File: config.mk
export PLATFORM = sky130hd
export DESIGN_NAME = pss_steer_top
export DESIGN_NICKNAME = d
export VERILOG_FILES = /design/src/design/pss_pkg.sv /design/src/design/pss_steer_top.sv /design/src/design/pss_sync2.sv /design/src/design/pss_steer_latch.sv
export SDC_FILE = /design/constraint.sdc
export NUM_CORES = 1
export LEC_CHECK = 0
export BUFFER_PORTS_ARGS = -buffer_cell sky130_fd_sc_hd__buf_2
export CAP_MARGIN = 20
export CORE_MARGIN = 5
export CORE_UTILIZATION = 25
export CTS_CLUSTER_DIAMETER = 100
export CTS_CLUSTER_SIZE = 25
export DETAILED_ROUTE_END_ITERATION = 16
export GPL_ROUTABILITY_DRIVEN = 0
export HOLD_SLACK_MARGIN = 0.1
export RECOVER_POWER = 50
export SLEW_MARGIN = 20
export SYNTH_ARGS = -nofsm -noshare
export SYNTH_HDL_FRONTEND = slang
export SYNTH_SLANG_ARGS = --single-unit
File: constraint.sdc
create_clock -name mclk -period 1.5 [get_ports mclk]
set_input_delay 0.15 -clock mclk [delete_from_list [all_inputs] [get_ports mclk]]
set_output_delay 0.15 -clock mclk [all_outputs]
set_load 0.02 [all_outputs]
File: src/design/pss_pkg.sv
// package: register map, field layout and types of the pwm steering block
package pss_pkg;
    // ********************************************************
    // register offsets
    // ********************************************************
    localparam logic [3:0] OFF_CONTROL = 4'h0;
    localparam logic [3:0] OFF_STEER = 4'h1;
    localparam logic [3:0] OFF_TCTRL = 4'h2;
    localparam logic [3:0] OFF_TCOUNT = 4'h3;
    localparam logic [3:0] OFF_TLIMIT = 4'h4;
    localparam logic [3:0] OFF_DUTY = 4'h5;
    localparam logic [3:0] OFF_POWER = 4'h6;
    localparam logic [3:0] OFF_STATUS = 4'h7;
    localparam logic [3:0] OFF_IRQ_EN = 4'h8;
    localparam logic [3:0] OFF_IRQ_CLR = 4'h9;
    localparam logic [3:0] OFF_DIR = 4'hA;

    // ********************************************************
    // field positions
    // ********************************************************
    localparam int STEER_SYNC_BIT = 4;
    localparam int TIMER_ON_BIT = 2;
    localparam int PWR_SLEEP_BIT = 0;
    localparam int PWR_IDLE_BIT = 1;
    localparam int PWR_MON_BIT = 2;
    localparam int ST_PERIOD_BIT = 0;
    localparam int ST_OSCFAIL_BIT = 1;
    localparam int ST_SHUT_BIT = 2;

    // ********************************************************
    // reset values
    // ********************************************************
    localparam logic [7:0] CONTROL_RST = 8'h00;
    localparam logic [4:0] STEER_RST = 5'h01;
    localparam logic [7:0] TCTRL_RST = 8'h00;
    localparam logic [7:0] TCOUNT_RST = 8'h00;
    localparam logic [7:0] TLIMIT_RST = 8'hFF;
    localparam logic [7:0] DUTY_RST = 8'h00;
    localparam logic [2:0] POWER_RST = 3'h0;
    localparam logic [2:0] IRQ_RST = 3'h0;
    localparam logic [3:0] DIR_RST = 4'hF;

    // ********************************************************
    // types
    // ********************************************************
    typedef struct packed {
        logic [3:0] addr;
        logic [7:0] wdata;
        logic wr;
        logic rd;
    } pss_bus_s;

    typedef struct packed {
        logic sync_sel;
        logic [3:0] enables;
    } pss_steer_s;

    typedef enum logic [1:0] {
        PSS_RUN,
        PSS_IDLE,
        PSS_SLEEP,
        PSS_RCRUN
    } pss_power_e;
endpackage : pss_pkg

File: src/design/pss_steer_top.sv
// top of the pwm steering block with power-state and reset behaviour
//
// Functional notes
// - sync select 0: new steering applies right after the write
// - sync select 1: steering waits for the next pwm period start
// - sleep stops the period timer and freezes all unit state
// - during sleep every pwm pin keeps its driven level
// - after wake the unit resumes from frozen state, no reinit
// - primary idle keeps the unit running unchanged
// - clock failure with monitor on: internal mode, set fail flag
// - any reset makes pins inputs and registers take reset values
// - bit 4 is sync select, bits 3-0 steer pins d..a
// - steering only in mode bits 11 and config 00; low bits polarity (here bit 1 alone sets it for all pins, bit 0 unused)
// - shutdown affects only pins enabled by steering
//
// Chosen here: the register offsets and the strobed register port.
`timescale 1ns/1ps
module pss_steer_top (
    input wire logic mclk,
    input wire logic rst,
    input wire logic [3:0] addr,
    input wire logic [7:0] wdata,
    input wire logic wr,
    input wire logic rd,
    input wire logic clk_fail_pin,
    input wire logic shutdown_pin,
    input wire logic [3:0] port_out,
    output logic [7:0] rdata,
    output logic [3:0] pwm_output_pins,
    output logic [3:0] pin_oe,
    output logic irq
);
    // ********************************************************
    // registers
    // ********************************************************
    logic [7:0] control_q;
    logic [4:0] steer_q;
    logic [7:0] tctrl_q;
    logic [7:0] tcount_q;
    logic [7:0] tlimit_q;
    logic [7:0] duty_q;
    logic [2:0] power_q;
    logic [2:0] status_q;
    logic [2:0] irq_en_q;
    logic [3:0] dir_q;
    logic [3:0] active_steer;
    logic [3:0] pending_steer;
    logic fail_s;
    logic shut_s;
    logic fail_prev_q;
    logic shut_prev_q;
    logic rc_mode_q;
    pss_pkg::pss_power_e pstate_q;
    pss_pkg::pss_bus_s bus;
    pss_pkg::pss_steer_s steer_wr;
    logic freeze;
    logic period_start;
    logic steer_mode;
    logic pwm_raw;
    logic pwm_pol;
    logic [2:0] events;
    logic [3:0] pins_d;

    // bus fields and the steering write view
    assign bus = '{addr: addr, wdata: wdata, wr: wr, rd: rd};
    assign steer_wr = '{sync_sel: wdata[pss_pkg::STEER_SYNC_BIT],
                        enables: wdata[3:0]};

    // ********************************************************
    // input synchronisers
    // ********************************************************
    // clock-fail and shutdown pins cross into the mclk domain
    pss_sync2 u_fail (
        .mclk(mclk),
        .rst(rst),
        .din(clk_fail_pin),
        .dout(fail_s)
    );

    pss_sync2 u_shut (
        .mclk(mclk),
        .rst(rst),
        .din(shutdown_pin),
        .dout(shut_s)
    );

    // ********************************************************
    // power state
    // ********************************************************
    // sleep freezes; idle and internal mode keep running
    always_ff @(posedge mclk) begin
        if (rst) begin
            pstate_q <= pss_pkg::PSS_RUN;
        end else if (power_q[pss_pkg::PWR_SLEEP_BIT]) begin
            pstate_q <= pss_pkg::PSS_SLEEP;
        end else if (rc_mode_q) begin
            pstate_q <= pss_pkg::PSS_RCRUN;
        end else if (fail_s && power_q[pss_pkg::PWR_MON_BIT]) begin
            pstate_q <= pss_pkg::PSS_RCRUN;
        end else if (power_q[pss_pkg::PWR_IDLE_BIT]) begin
            pstate_q <= pss_pkg::PSS_IDLE;
        end else begin
            pstate_q <= pss_pkg::PSS_RUN;
        end
    end

    assign freeze = (pstate_q == pss_pkg::PSS_SLEEP);

    // internal oscillator mode stays until reset, also across sleep
    always_ff @(posedge mclk) begin
        if (rst) begin
            rc_mode_q <= 1'b0;
        end else if (fail_s && power_q[pss_pkg::PWR_MON_BIT]) begin
            rc_mode_q <= 1'b1;
        end
    end

    // ********************************************************
    // period timer
    // ********************************************************
    // period boundary: running count has reached the limit
    assign period_start = tctrl_q[pss_pkg::TIMER_ON_BIT] && !freeze
                          && (tcount_q == tlimit_q);

    // count to limit then restart; host writes take priority
    always_ff @(posedge mclk) begin
        if (rst) begin
            tcount_q <= pss_pkg::TCOUNT_RST;
        end else if (bus.wr && bus.addr == pss_pkg::OFF_TCOUNT) begin
            tcount_q <= bus.wdata;
        end else if (period_start) begin
            tcount_q <= 8'h00;
        end else if (tctrl_q[pss_pkg::TIMER_ON_BIT] && !freeze) begin
            tcount_q <= tcount_q + 8'h01;
        end
    end

    // ********************************************************
    // steering
    // ********************************************************
    // immediate or period-synchronised steering update
    pss_steer_latch u_latch (
        .mclk(mclk),
        .rst(rst),
        .freeze(freeze),
        .wr(bus.wr && bus.addr == pss_pkg::OFF_STEER),
        .wdata(steer_wr),
        .period_start(period_start),
        .active_q(active_steer),
        .pending_q(pending_steer)
    );

    // single-output mode decode and output polarity
    assign steer_mode = (control_q[3:2] == 2'b11)
                        && (control_q[7:6] == 2'b00);
    assign pwm_raw = (tcount_q < duty_q);
    assign pwm_pol = control_q[1] ? ~pwm_raw : pwm_raw;

    // ********************************************************
    // pin drive
    // ********************************************************
    // per pin: steered waveform, shutdown level or port data
    generate
        for (genvar i = 0; i < 4; i++) begin : g_pin
            always_comb begin
                if (steer_mode && active_steer[i]) begin
                    pins_d[i] = shut_s ? 1'b0 : pwm_pol;
                end else begin
                    pins_d[i] = port_out[i];
                end
            end
        end
    endgenerate

    // pins hold their level while frozen
    always_ff @(posedge mclk) begin
        if (rst) begin
            pwm_output_pins <= 4'h0;
        end else if (!freeze) begin
            pwm_output_pins <= pins_d;
        end else begin
            pwm_output_pins <= pwm_output_pins;
        end
    end

    // output enables follow the direction register, held in sleep
    always_ff @(posedge mclk) begin
        if (rst) begin
            pin_oe <= 4'h0;
        end else if (!freeze) begin
            pin_oe <= ~dir_q;
        end else begin
            pin_oe <= pin_oe;
        end
    end

    // ********************************************************
    // register writes
    // ********************************************************
    // mode, polarity and output configuration
    always_ff @(posedge mclk) begin
        if (rst) begin
            control_q <= pss_pkg::CONTROL_RST;
        end else if (bus.wr && bus.addr == pss_pkg::OFF_CONTROL) begin
            control_q <= bus.wdata;
        end
    end

    // steering register copy for read-back
    always_ff @(posedge mclk) begin
        if (rst) begin
            steer_q <= pss_pkg::STEER_RST;
        end else if (bus.wr && bus.addr == pss_pkg::OFF_STEER) begin
            steer_q <= bus.wdata[4:0];
        end
    end

    // period timer control
    always_ff @(posedge mclk) begin
        if (rst) begin
            tctrl_q <= pss_pkg::TCTRL_RST;
        end else if (bus.wr && bus.addr == pss_pkg::OFF_TCTRL) begin
            tctrl_q <= bus.wdata;
        end
    end

    // period timer limit
    always_ff @(posedge mclk) begin
        if (rst) begin
            tlimit_q <= pss_pkg::TLIMIT_RST;
        end else if (bus.wr && bus.addr == pss_pkg::OFF_TLIMIT) begin
            tlimit_q <= bus.wdata;
        end
    end

    // duty threshold of the waveform
    always_ff @(posedge mclk) begin
        if (rst) begin
            duty_q <= pss_pkg::DUTY_RST;
        end else if (bus.wr && bus.addr == pss_pkg::OFF_DUTY) begin
            duty_q <= bus.wdata;
        end
    end

    // interrupt enables
    always_ff @(posedge mclk) begin
        if (rst) begin
            irq_en_q <= pss_pkg::IRQ_RST;
        end else if (bus.wr && bus.addr == pss_pkg::OFF_IRQ_EN) begin
            irq_en_q <= bus.wdata[2:0];
        end
    end

    // pin direction, all inputs after reset
    always_ff @(posedge mclk) begin
        if (rst) begin
            dir_q <= pss_pkg::DIR_RST;
        end else if (bus.wr && bus.addr == pss_pkg::OFF_DIR) begin
            dir_q <= bus.wdata[3:0];
        end
    end

    // power control; a wake write clears sleep
    always_ff @(posedge mclk) begin
        if (rst) begin
            power_q <= pss_pkg::POWER_RST;
        end else if (bus.wr && bus.addr == pss_pkg::OFF_POWER) begin
            power_q <= bus.wdata[2:0];
        end
    end

    // ********************************************************
    // events and interrupt
    // ********************************************************
    // previous synced fail level, held in sleep so no edge is lost
    always_ff @(posedge mclk) begin
        if (rst) begin
            fail_prev_q <= 1'b0;
        end else if (!freeze) begin
            fail_prev_q <= fail_s;
        end
    end

    // previous synced shutdown level, held in sleep
    always_ff @(posedge mclk) begin
        if (rst) begin
            shut_prev_q <= 1'b0;
        end else if (!freeze) begin
            shut_prev_q <= shut_s;
        end
    end

    // one-cycle event pulses for the status bits
    assign events[pss_pkg::ST_PERIOD_BIT] = period_start;
    assign events[pss_pkg::ST_OSCFAIL_BIT] = fail_s && !fail_prev_q
        && power_q[pss_pkg::PWR_MON_BIT] && !freeze;
    assign events[pss_pkg::ST_SHUT_BIT] = shut_s && !shut_prev_q
        && !freeze;

    // sticky status, set wins over clear
    always_ff @(posedge mclk) begin
        if (rst) begin
            status_q <= pss_pkg::IRQ_RST;
        end else if (bus.wr && bus.addr == pss_pkg::OFF_IRQ_CLR) begin
            status_q <= (status_q & ~bus.wdata[2:0]) | events;
        end else begin
            status_q <= status_q | events;
        end
    end

    // level interrupt from enabled sticky bits
    always_ff @(posedge mclk) begin
        if (rst) begin
            irq <= 1'b0;
        end else begin
            irq <= |((status_q | events) & irq_en_q);
        end
    end

    // ********************************************************
    // register reads
    // ********************************************************
    // read data one cycle after the strobe, zero otherwise
    always_ff @(posedge mclk) begin
        if (rst) begin
            rdata <= 8'h00;
        end else if (bus.rd) begin
            unique case (bus.addr)
                pss_pkg::OFF_CONTROL: rdata <= control_q;
                pss_pkg::OFF_STEER: rdata <= {3'h0, steer_q};
                pss_pkg::OFF_TCTRL: rdata <= tctrl_q;
                pss_pkg::OFF_TCOUNT: rdata <= tcount_q;
                pss_pkg::OFF_TLIMIT: rdata <= tlimit_q;
                pss_pkg::OFF_DUTY: rdata <= duty_q;
                pss_pkg::OFF_POWER: rdata <= {3'h0, pstate_q, power_q};
                pss_pkg::OFF_STATUS: rdata <= {5'h00, status_q};
                pss_pkg::OFF_IRQ_EN: rdata <= {5'h00, irq_en_q};
                pss_pkg::OFF_DIR: rdata <= {pending_steer, dir_q};
                default: rdata <= 8'h00;
            endcase
        end else begin
            rdata <= 8'h00;
        end
    end
endmodule : pss_steer_top

File: src/design/pss_sync2.sv
// two flip-flop synchroniser for pin inputs
`timescale 1ns/1ps
module pss_sync2 (
    input wire logic mclk,
    input wire logic rst,
    input wire logic din,
    output logic dout
);
    logic meta_q;

    // first stage feeds only the second stage
    always_ff @(posedge mclk) begin
        if (rst) begin
            meta_q <= 1'b0;
            dout <= 1'b0;
        end else begin
            meta_q <= din;
            dout <= meta_q;
        end
    end
endmodule : pss_sync2

File: src/design/pss_steer_latch.sv
// steer assignment holder: immediate or period-synchronised update
`timescale 1ns/1ps
module pss_steer_latch (
    input wire logic mclk,
    input wire logic rst,
    input wire logic freeze,
    input wire logic wr,
    input wire pss_pkg::pss_steer_s wdata,
    input wire logic period_start,
    output logic [3:0] active_q,
    output logic [3:0] pending_q
);
    logic pend_valid_q;

    // pending copy, last write wins
    always_ff @(posedge mclk) begin
        if (rst) begin
            pending_q <= pss_pkg::STEER_RST[3:0];
            pend_valid_q <= 1'b0;
        end else if (!freeze) begin
            if (wr && wdata.sync_sel) begin
                pending_q <= wdata.enables;
                pend_valid_q <= 1'b1;
            end else if (wr || period_start) begin
                pend_valid_q <= 1'b0;
            end
        end
    end

    // applied assignment
    always_ff @(posedge mclk) begin
        if (rst) begin
            active_q <= pss_pkg::STEER_RST[3:0];
        end else if (!freeze) begin
            if (wr && !wdata.sync_sel) begin
                active_q <= wdata.enables;
            end else if (period_start && pend_valid_q) begin
                active_q <= pending_q;
            end
        end
    end
endmodule : pss_steer_latch

# Word-level counts from Yosys, hierarchy flattened

Cells that the tools add are included.

Register bits: 93
Bits of input ports: 22
Output and inout port bits: 17
Logic and storage cells: 111

$add $sub $neg: 1
$lt $le $gt $ge: 1
Equal/unequal tests: 13
Muxes and demuxes: 19
Bitwise operators: 9
Reductions and logical operators: 42

Operators by type and width:

| cell                                           | count |
|---|---|
| one-hot mux 8 bit (10 select lines)            | 1 |
| logical AND 1 bit                              | 26 |
| 2-to-1 mux 8 bit                               | 3 |
| == test 4 x 3 -> 1 bit (second input constant) | 4 |
| == test 4 bit (second input constant)          | 3 |
| 2-to-1 mux 1 bit                               | 9 |
| adder 8 x 1 -> 8 bit (second input constant)   | 1 |
| == test 4 x 2 -> 1 bit (second input constant) | 2 |
| == test 8 bit                                  | 1 |
| less-than comparator 8 bit                     | 1 |
| 2-to-1 mux 4 bit                               | 2 |
| bitwise AND 3 bit                              | 2 |
| 2-to-1 mux 2 bit                               | 3 |
| bitwise OR 3 bit                               | 2 |
| AND reduction 2 bit                            | 3 |
| == test 2 bit (second input constant)          | 2 |
| == test 4 x 1 -> 1 bit (second input constant) | 1 |
| zero test 1 bit                                | 4 |
| zero test 4 bit                                | 1 |
| inverter 4 bit                                 | 1 |
| nonzero test 2 bit                             | 2 |
| OR reduction 2 bit                             | 2 |
| 2-to-1 mux 3 bit                               | 1 |
| inverter 1 bit                                 | 3 |
| other kinds (5)                                | 5 |

# Depth between registers and ports, before layout

Gate-level depths: netlist (run 1).

Depth after elaboration: 7
Depth in mapped cells: 7
Gate-level depth less buffers: 7

# Cells and area by module

From an unflattened synthesis (run 1), not the netlist that was laid out.

Cells, all modules: 511
Area, all modules: 4616.9 um^2

By module, submodules not included:

| module          | times used | cells each | area each (um^2) | seq. area each (um^2) |
|---|---|---|---|---|
| pss_steer_top   | 1          | 458        | 4067.7           | 1601.5 |
| pss_steer_latch | 1          | 45         | 444.2            | 180.2 |
| pss_sync2       | 2          | 4          | 52.6             | 40.0 |

# Least setup slack after synthesis (run 1)

Ideal clock, no wire load.

Path kind: reg2reg
Start: register tcount_q[0]
End: register tcount_q[7]
Library setup time: 0.088 ns
Data arrival time: 1.527 ns
Required time: 1.412 ns
Path slack: -0.115 ns
Cell stages (with the launch flop): 6
Path buffers: 0
Clock period less this slack: 1.615 ns
Cells stage by stage: dfxtp_1 and3_4 nand3_2 or4_1 a21o_1 a311oi_2

Word-level cells in the longest chain between the ends: 4
Elaborated cells on any way between the ends: 7
Those cells by class: 1 x add/sub; 1 x eq/ne; 3 x mux; 2 x reduce/logical

RTL lines:

| item                                                         | RTL line                                   | RTL |
|---|---|---|
| start: declaration                                           | pss_steer_top.sv:39                        | `logic [7:0] tcount_q;` |
| start signal: assignment                                     | pss_steer_top.sv:128                       | `tcount_q <= pss_pkg::TCOUNT_RST;` |
| start signal: assignment                                     | pss_steer_top.sv:130                       | `tcount_q <= bus.wdata;` |
| start signal: assignment                                     | pss_steer_top.sv:134                       | `tcount_q <= tcount_q + 8'h01;` |
| adder 8 x 1 -> 8 bit / == test 8 bit (equally long branches) | pss_steer_top.sv:134, pss_steer_top.sv:123 |  |
| 2-to-1 mux 8 bit / logical AND 1 bit (equally long branches) | pss_steer_top.sv:133, pss_steer_top.sv:123 |  |
| 2-to-1 mux 8 bit                                             | pss_steer_top.sv:131                       | `end else if (period_start) begin` |
| 2-to-1 mux 8 bit                                             | pss_steer_top.sv:129                       | `end else if (bus.wr && bus.addr == pss_pkg::OFF_TCOUNT) begin` |

Several ways; a longest one is shown, not always the timed one. The select of a mux whose other input is x is not followed.
A chain may end at the register's enable or synchronous reset.

# Worst setup path after layout (run 1)

Start: register tcount_q[2]
End: register tcount_q[6]

Same word-level chain as after synthesis.

==> results of run 1 <==
[stage by stage]
stage / std cells / setup TNS [ps]
after floorplan: 550 / -268
after global placement: 886 / -4770
after detailed placement: 886 / -5080
after CTS: 907 / -2520
after global routing: 906 / -4440
final: 906 / -2830
[timing repair]
| action | in CTS | in global routing |
|---|---|---|
| endpoints found under the setup margin | 19 | 22 |
| resized for setup | 49 | 23 |
| setup buffers | 4 | 0 |
| hold buffers | 4 | 0 |
| pin swaps | 20 | 12 |
| hold endpoints to repair | 3 | 0 |
[flip-flops by register name, indices dropped and copies added, names as in the netlist, 2 cells and up]
register / cells
status_q: 3
power_q: 3
tctrl_q: 8
u_latch.active_q: 4
pin_oe: 4
steer_q: 5
dir_q: 4
pwm_output_pins: 4
irq_en_q: 3
tcount_q: 8
control_q: 8
duty_q: 8
rdata: 8
pstate_q: 2
tlimit_q: 8
u_latch.pending_q: 4
[critical path, delay by kind of cell (launching register included)]
| family | cells | cell delay, ps |
|---|---|---|
| and+or+nand+nor | 2 | 530 |
| buffers and inverters | 1 | 230 |
| DFF | 1 | 350 |
| AOI/OAI and AO/OA | 2 | 270 |
| xor gates and xnor gates | 1 | 190 |
[cell families after synthesis]
| logic type | count (synthesis) | share of synthesized area, % |
|---|---|---|
| muxes | 32 | 7.89 |
| and+or+nand+nor | 205 | 22.3 |
| DFF | 93 | 40.2 |
| AOI/OAI and AO/OA | 144 | 19.7 |
| xor gates and xnor gates | 9 | 1.70 |
| buffers and inverters | 59 | 6.05 |
| adders and majority gates | 8 | 2.16 |
[metal layers]
metal  routed length [um]  global-route usage, %  up-vias
met3                  860                   3.01       33
met1                 7220                   20.0     2151
li1                     -                      -     2210
met5                    0                      0        -
met4                  437                   5.03        0
met2                 7110                   22.5      146
[power by group through the flow]
stage	logic [mW]	registers (mW)	clock network (mW)
after CTS	0.747	2.58	2.24
final	0.756	2.59	2.19
after floorplan	0.372	2.63	0
after global placement	0.695	2.63	0
after detailed placement	0.700	2.63	0
after global routing	0.815	2.60	2.33
[cells in the final DEF, fill, tap and decap left out, types with 8 or more instances in the layout]
cell	netlist	routed
dfxtp_1	93	70
dfxtp_2	0	15
nor2_1	51	50
nor2b_1	15	15
clkbuf_16	0	9
inv_1	20	18
nand3_1	36	36
a311oi_1	9	9
mux2i_1	23	23
dfxtp_4	0	8
o21ai_0	30	26
buf_2	13	21
buf_4	0	102
a21oi_1	55	48
clkbuf_1	20	18
nand2_1	62	59
[worst paths after layout]
kind | from | end | slack [ps] | depth (start not counted)
max reg2reg | tcount_q[2] | tcount_q[6] | -200 | 6
min reg2reg | u_shut.meta_q | u_shut.dout | 440 | 1
max | tcount_q[2] | tcount_q[6] | -200 | 6
min | wdata[7] | control_q[7] | 110 | 3
[layout make-up]
type                       instances  area (sq um)  area share, %
clock buffer                      10           229           3.56
clock inverter                     6          47.5          0.739
inverter                          20          75.1           1.17
multi-input combinational        398          2800           43.5
sequential                        93          1910           29.7
tap                              229           287           4.45
timing repair buffer             150          1090           16.9
==> flow_summary_export.csv, run 1 <==
group,metric,value,unit
run_status,run_status,"complete, but fails checks",
run_status,failed_checks,"negative setup slack",
finish,final_area,6430,sq um
logic_synthesis,netlist_area,4630,sq um
sta,timing.hold.ws,112,ps
worst_setup_path,crit_path_cell_trace,"xor2_2 > nor4_4 > buf_4 > nand2_4 > a31oi_1 > a311oi_1",
finish,finalNetCount,702,
finish,num_antenna_cells,0,
logic_synthesis,synth_nets,580,
worst_setup_path,crit_fanout,6,
detailed_routing,antenna_left,0,
logic_synthesis,ys_types,61,
die,fp.coreArea,18100,sq um
sta,timing.slew.headroom,72.0,%
logic_synthesis,postSynthCellCount,550,
detailed_routing,drt_wl_total,15600,um
power,p_int,4.00,mW
cts,cts_root_buf,"clkbuf_16",
flow_run,maxCapViolations,0,
worst_setup_path,worstSetupPathType,"flip-flop to flip-flop",
logic_synthesis,synthTopCellsByArea,"dfxtp_1, a21oi_1, nand2_1, mux2i_1, nor2_1",
cts,cts.clk_slew.worst_paths,70,ps
detailed_routing,drc,0,
cts,cts_tree,"yes",
detailed_routing,dr.pass1.iters,5,
die,num_rows,49,
finish,syn2layout_area_growth,38.9,%
die,die_w,146,um
placement,place_hpwl,11300,um
worst_setup_path,end_kind,"flip-flop",
worst_setup_path,cpMaxStageDelayCell,"nor4_4",
global_routing,antenna_found_initial,0,
placement,portBuffers,38,
cts,h-tree-depth,3,
sta,timing_hold_violations_final,0,
logic_synthesis,synth_flop_cell,"dfxtp_1",
sta,worst_pin_slew,416,ps
global_routing,groute.usage.overall,14.5,%
detailed_routing,initialDrtViolationCount,350,
sta,finalSetupViolCount,21,
die,initial_core_util,25.6,%
worst_setup_path,required,1720,ps
finish,num-fill-cells,1839,
logic_synthesis,synthArstFlopShare,0,%
power,pwr_density_cell,861,nW/um^2
sta,max_freq,0.590,GHz
logic_synthesis,synth_warnings,0,
cts,cts-buffers-inserted,9,
finish,utilization,35.6,%
detailed_routing,wl_per_cell,17.3,um
global_routing,overflow,0,
sta,post-route-min-period,1700,ps
power,pwr-share-seq,46.7,%
sta,rsz0062_at_grt,"true",
logic_synthesis,synth_top_area_share,40.2,%
cts,clk_latency,350,ps
power,switching_share,27.8,%
placement,pre_cts_ws,-259,ps
global_routing,grt_pass1_vias,4482,
finish,drive_above_1_share,33.2,%
logic_synthesis,synth-seq-cells,93,
power,p_leak,2.47,nW
power,combPwrFrac,13.7,%
power,peakVddDrop,0.702,mV
sta,fin_worst_skew,6.45,ps
global_routing,grt_pass1_wl,24600,um
logic_synthesis,syn_area_per_cell,8.42,sq um
power,power,5.54,mW
power,p_switching,1.54,mW
detailed_routing,vias,4540,
cts,cts_buffer_depth,2,
cts,clock_sinks,93,
die,die-area,21400,sq um
logic_synthesis,synth_seq_area_share,40.2,%
global_routing,grt_max_degree,76,
worst_setup_path,worstSetupStartpointType,"flip-flop",
die,boundaryPins,39,
sta,setup_ws,-196,ps
worst_setup_path,arrival,1920,ps
detailed_routing,avgViaCountPerCell,5.01,
power,clkPwrFrac,39.6,%
logic_synthesis,synth-edff-count,0,
logic_synthesis,yosys.cell_count.top_type,"dfxtp_1",
logic_synthesis,synth_commonest_cells,"dfxtp_1, nand2_1, a21oi_1, nor2_1, nand3_1",
sta,slew_viol_final,0,
placement,placed_cell_area,5810,sq um
worst_setup_path,cp_slowest_stage_delay,450,ps
worst_hold_path,hold_path_class,"input pin to flip-flop",
logic_synthesis,post-synth-top-area-cell,"dfxtp_1",
sta,finalCritPeriodShare,113,%
die,die_h,146,um
Power figures use the tool's default switching activity.
==> run 2: changes to the inputs <==
--- a/config.mk
+++ b/config.mk
@@ -18,4 +18,5 @@
 export SLEW_MARGIN = 20
 export SYNTH_ARGS = -nofsm -noshare
 export SYNTH_HDL_FRONTEND = slang
+export SYNTH_HIERARCHICAL = 1
 export SYNTH_SLANG_ARGS = --single-unit
==> flow_summary_export.csv, run 2 <==
group,metric,value,unit
cts,clock_sinks,93,
power,pwr-share-seq,47.0,%
logic_synthesis,synth-edff-count,0,
detailed_routing,initialDrtViolationCount,236,
worst_hold_path,hold_path_class,"input pin to flip-flop",
logic_synthesis,synth_commonest_cells,"dfxtp_1, nor2_1, mux2i_1, nand2_1, a21oi_1",
power,p_int,4.07,mW
sta,post-route-min-period,1960,ps
cts,cts.clk_slew.worst_paths,60,ps
logic_synthesis,postSynthCellCount,511,
run_status,failed_checks,"negative setup slack",
placement,placed_cell_area,5720,sq um
detailed_routing,wl_per_cell,17.0,um
worst_setup_path,worstSetupPathType,"flip-flop to flip-flop",
placement,place_hpwl,10500,um
sta,timing_hold_violations_final,0,
placement,portBuffers,38,
cts,cts_buffer_depth,2,
global_routing,grt_pass1_wl,22600,um
sta,fin_worst_skew,8.40,ps
global_routing,overflow,0,
finish,num-fill-cells,1841,
finish,drive_above_1_share,29.6,%
power,pwr_density_cell,874,nW/um^2
power,p_switching,1.34,mW
cts,cts_tree,"yes",
die,die_h,146,um
detailed_routing,antenna_left,0,
worst_setup_path,worstSetupStartpointType,"flip-flop",
logic_synthesis,synth_top_area_share,40.3,%
die,boundaryPins,39,
die,initial_core_util,25.5,%
global_routing,groute.usage.overall,13.5,%
sta,timing.slew.headroom,66.0,%
logic_synthesis,synthTopCellsByArea,"dfxtp_1, mux2i_1, nor2_1, nand2_1, a21oi_1",
worst_setup_path,required,1750,ps
logic_synthesis,synth_warnings,6,
logic_synthesis,synth_nets,541,
sta,rsz0062_at_grt,"true",
detailed_routing,drc,0,
logic_synthesis,syn_area_per_cell,9.04,sq um
logic_synthesis,post-synth-top-area-cell,"dfxtp_1",
die,fp.coreArea,18100,sq um
sta,finalCritPeriodShare,131,%
detailed_routing,dr.pass1.iters,6,
die,die_w,146,um
global_routing,antenna_found_initial,1,
logic_synthesis,synth-seq-cells,93,
flow_run,maxCapViolations,0,
detailed_routing,drt_wl_total,14600,um
power,switching_share,24.8,%
detailed_routing,avgViaCountPerCell,4.87,
power,combPwrFrac,10.8,%
sta,final.setup.tns,-5030,ps
worst_setup_path,cpMaxStageDelayCell,"a2111oi_4",
detailed_routing,vias,4186,
finish,final_common_cell,"dfxtp_1",
cts,cts_root_buf,"clkbuf_16",
worst_setup_path,cp_slowest_stage_delay,420,ps
sta,max_freq,0.510,GHz
run_status,run_status,"complete, but fails checks",
sta,slew_viol_final,0,
global_routing,grt_pass1_vias,4000,
sta,worst_pin_slew,508,ps
sta,setup_ws,-462,ps
power,clkPwrFrac,42.1,%
worst_setup_path,crit_fanout,4,
finish,num_antenna_cells,0,
logic_synthesis,netlist_area,4620,sq um
die,die-area,21300,sq um
worst_setup_path,cp_num_buf_inv,0,
worst_setup_path,arrival,2210,ps
finish,final_area,6190,sq um
finish,syn2layout_area_growth,34.1,%
logic_synthesis,synthArstFlopShare,0,%
logic_synthesis,yosys.cell_count.top_type,"dfxtp_1",
power,p_leak,2.45,nW
sta,finalSetupViolCount,20,
finish,final_cell_mix,"dfxtp_1, buf_4, nor2_1",
die,num_rows,49,
power,peakVddDrop,0.524,mV
global_routing,grt_max_degree,68,
logic_synthesis,synth_flop_cell,"dfxtp_1",
logic_synthesis,ys_types,65,
cts,cts-buffers-inserted,9,
worst_setup_path,path_delay_family,"compound AO/OA/AOI/OAI gates",
worst_setup_path,end_kind,"flip-flop",
finish,finalNetCount,656,
logic_synthesis,synth_seq_area_share,40.3,%
worst_setup_path,crit_path_cell_trace,"ha_4 > a2111o_1 > a2111oi_4 > nor4_4 > a2111oi_2",
cts,clk_latency,350,ps
cts,h-tree-depth,3,
run 2: cell count changes after synthesis, sizes merged, moves of 10 or more:
cell and change:
a21oi -29, nand3 -25, mux2i +20, nor2 +20
nand2 -19, o21ai -16, a311oi -11, buf -11
nand3b +11, inv -10, xnor2 +10
run 2: what timing repair did:
action | in CTS | in global routing
setup endpoints to repair | 18 | 25
buffers inserted | 2 | 3
hold buffers | 3 | 0
endpoints found under the hold margin | 3 | 0
pin swaps | 23 | 21
gates resized for setup | 31 | 16
run 2: final timing paths:
kind	depth (start not counted)	to	from	slack (ps)
worst min-delay path	2	shut_prev_q	rst	130
worst max-delay path	5	pwm_output_pins[3]	tcount_q[1]	-460
worst max register to register	5	pwm_output_pins[3]	tcount_q[1]	-460
worst min register to register	1	u_shut/dout	u_shut/meta_q	450
run 2: power groups by stage:
stage / registers, mW / logic [mW] / clock network [mW]
2_1_floorplan: 2.61 / 0.302 / 0
3_3_place_gp: 2.60 / 0.553 / 0
3_5_place_dp: 2.60 / 0.557 / 0
4_1_cts: 2.54 / 0.581 / 2.32
5_1_grt: 2.55 / 0.632 / 2.42
6_report: 2.54 / 0.585 / 2.28
run 2: kinds of logic after synthesis:
family	count (synthesis)	share of synthesized area, %
compound gates	102	16.2
xor+xnor	14	2.66
fa+ha+maj	8	2.17
buf+inv	44	4.47
flops	93	40.3
mux	51	12.1
simple gates	199	22.1
run 2: area by class of cell:
type                            instances  area (sq um)  share of cell area (%)
Multi-Input combinational cell        374          2760                    44.5
Sequential cell                        93          1880                    30.3
Tap cell                              229           287                    4.63
Clock buffer                           13           280                    4.53
Inverter                               11          42.5                   0.687
Timing Repair Buffer                  137           931                    15.0
Clock inverter                          3          17.5                   0.283
run 2: layer usage:
metal	wire length (um)	track usage, %
met5	13	0
met1	6750	18.4
met3	787	3.30
met2	6810	21.3
met4	221	3.99
run 2: stage by stage:
step / util, % / hold WS [ps] / power (mW) / std cells / worst slack, ps
6_report: 34.2 / 129 / 5.41 / 860 / -462
5_1_grt: 34.2 / 132 / 5.60 / 860 / -545
4_1_cts: 34.3 / 119 / 5.45 / 859 / -457
3_5_place_dp: 31.6 / 375 / 3.15 / 839 / -479
3_3_place_gp: 31.6 / 372 / 3.15 / 839 / -475
2_1_floorplan: - / 222 / 2.91 / 511 / -399
==> run 3: changes to the inputs <==
--- a/config.mk
+++ b/config.mk
@@ -8,9 +8,8 @@
 export BUFFER_PORTS_ARGS = -buffer_cell sky130_fd_sc_hd__buf_2
 export CAP_MARGIN = 20
 export CORE_MARGIN = 5
-export CORE_UTILIZATION = 25
+export CORE_UTILIZATION = 38
 export CTS_CLUSTER_DIAMETER = 100
-export CTS_CLUSTER_SIZE = 25
 export DETAILED_ROUTE_END_ITERATION = 16
 export GPL_ROUTABILITY_DRIVEN = 0
 export HOLD_SLACK_MARGIN = 0.1
==> flow_summary_export.csv, run 3 (same netlist as run 2, synthesis figures left out) <==
group,metric,value,unit
run_status,run_status,"complete, but fails checks",
run_status,failed_checks,"negative setup slack",
worst_setup_path,cp_slowest_stage_delay,420,ps
worst_setup_path,cp_num_buf_inv,1,
worst_setup_path,worst-r2r-cell-count,6,
detailed_routing,initialDrtViolationCount,308,
sta,fin_worst_skew,5.93,ps
power,p_leak,2.44,nW
worst_setup_path,worstSetupPathType,"flip-flop to flip-flop",
worst_setup_path,crit_path_cell_trace,"inv_1 > ha_4 > a2111o_1 > and3_2 > nor4_4 > a2111oi_2",
worst_hold_path,holdPathEnd,"tlimit_q[5]",
worst_setup_path,worstSetupStartpointType,"flip-flop",
power,power,5.56,mW
detailed_routing,vias,4279,
die,die_w,120,um
flow_run,maxCapViolations,0,
detailed_routing,antenna_left,0,
detailed_routing,avgViaCountPerCell,5.51,
die,initial_core_util,38.6,%
sta,slew_viol_final,0,
finish,multi_input_area,2780,sq um
die,num_rows,40,
global_routing,grt_pass1_vias,4175,
detailed_routing,drt_wl_total,14300,um
cts,cts_tree,"yes",
worst_setup_path,crit_start,"duty_q[1]",
worst_setup_path,path_delay_family,"simple AND/OR/NAND/NOR gates",
cts,cts_buffer_depth,2,
power,peakVddDrop,0.635,mV
worst_setup_path,required,1720,ps
worst_hold_path,hold_path_class,"input pin to flip-flop",
sta,timing_hold_violations_final,0,
finish,finalNetCount,654,
cts,h-tree-depth,3,
sta,worst_pin_slew,963,ps
finish,syn2layout_area_growth,32.6,%
cts,cts-buffers-inserted,9,
global_routing,groute.usage.overall,20.3,%
worst_hold_path,hold_depth,3,
die,boundaryPins,39,
global_routing,overflow,0,
worst_setup_path,end_kind,"flip-flop",
worst_hold_path,hp-start,"wdata[5]",
sta,max_freq,0.520,GHz
finish,seqCellArea,1880,sq um
die,die_h,120,um
cts,clock_sinks,93,
sta,finalSetupViolCount,26,
placement,pre_cts_ws,-497,ps
detailed_routing,dr.pass1.iters,5,
worst_setup_path,reg2reg_to,"pwm_output_pins[2]",
detailed_routing,wl_per_cell,18.5,um
sta,timing.slew.headroom,35.8,%
power,pwr_density_cell,907,nW/um^2
sta,setup_ws,-424,ps
die,die-area,14500,sq um
placement,portBuffers,38,
sta,post-route-min-period,1920,ps
cts,clk_latency,350,ps
cts,cts.clk_slew.worst_paths,70,ps
finish,final_common_cell,"dfxtp_1",
finish,num_antenna_cells,0,
worst_setup_path,r2r_setup_slack,-420,ps
detailed_routing,drc,0,
placement,place_hpwl,10300,um
finish,num-fill-cells,1117,
worst_setup_path,reg2reg_from,"duty_q[1]",
sta,rsz0062_at_grt,"true",
die,fp.coreArea,12000,sq um
sta,finalCritPeriodShare,128,%
worst_setup_path,crit_fanout,4,
finish,final_cell_mix,"dfxtp_1, buf_4, nor2_1",
global_routing,grt_max_degree,46,
cts,cts_root_buf,"clkbuf_16",
finish,drive_above_1_share,29.6,%
worst_setup_path,cpMaxStageDelayCell,"a2111o_1",
global_routing,antenna_found_initial,0,
worst_setup_path,arrival,2140,ps
global_routing,grt_pass1_wl,22600,um
## run 3: cell count changes in the layout (fill, tap and decap cells not counted), sizes merged
| cell | change |
|---|---|
| clkinvlp | -1 |
| buf | -5 |
| inv | +3 |
| clkinv | -1 |
| clkbuf | +1 |
| bufinv | +1 |
## run 3: per-stage QoR
stage                     hold slack [ps]  util [%]  setup TNS, ps  std cells  cell area, sq um
final                                 115      51.2          -4860        776              6120
after global routing                  120      51.2          -8190        776              6120
after floorplan                       222         -          -2840        511              4690
after detailed placement              376      46.6          -8530        749              5570
after global placement                365      46.6          -7830        749              5570
after CTS                             103      50.7          -4440        773              6060
## run 3: worst reg2reg max path: cells and delay by family (launching register included)
kind                       cells  cell delay, ps
adders and majority gates      1             200
buffers and inverters          1              90
DFF                            1             320
AOI/OAI and AO/OA              2             550
and+or+nand+nor                2             640
## run 3: worst max-delay path by stage
| stage | to | slack [ps] | depth (start not counted) |
|---|---|---|---|
| after floorplan | pwm_output_pins[0] | -400 | 5 |
| after global placement | pwm_output_pins[2] | -470 | 7 |
| after detailed placement | pwm_output_pins[1] | -500 | 6 |
| after CTS | pwm_output_pins[2] | -450 | 7 |
| after global routing | pwm_output_pins[3] | -530 | 7 |
| final | pwm_output_pins[2] | -420 | 6 |
## run 3: area by class of cell
type                    count  share of cell area (%)
clock inverters             5                    1.06
inverters                  11                   0.695
flip-flops and latches     93                    30.7
well taps                 147                    3.00
repair buffers            135                    15.0
clock buffers              11                    4.13
multi-input cells         374                    45.4
## run 3: timing repair
| action | in CTS | in global routing |
|---|---|---|
| pin swaps | 23 | 29 |
| hold buffers | 3 | 0 |
| setup endpoints to repair | 22 | 26 |
| resized for setup | 27 | 31 |
| endpoints found under the hold margin | 3 | 0 |
| buffers inserted | 6 | 7 |
## run 3: where the power goes
| part | total, mW | internal (mW) | leakage (nW) | switching, mW |
|---|---|---|---|---|
| logic | 0.574 | 0.246 | 1.53 | 0.328 |
| registers | 2.55 | 2.51 | 0.759 | 0.0333 |
| clock network | 2.44 | 1.40 | 0.157 | 1.03 |
## run 3: routing by layer
layer	GRT usage, %	part of all wire (%)
met1	26.1	44
met5	0	0
met4	8.36	2.9
met2	32.9	48
met3	4.35	5.0
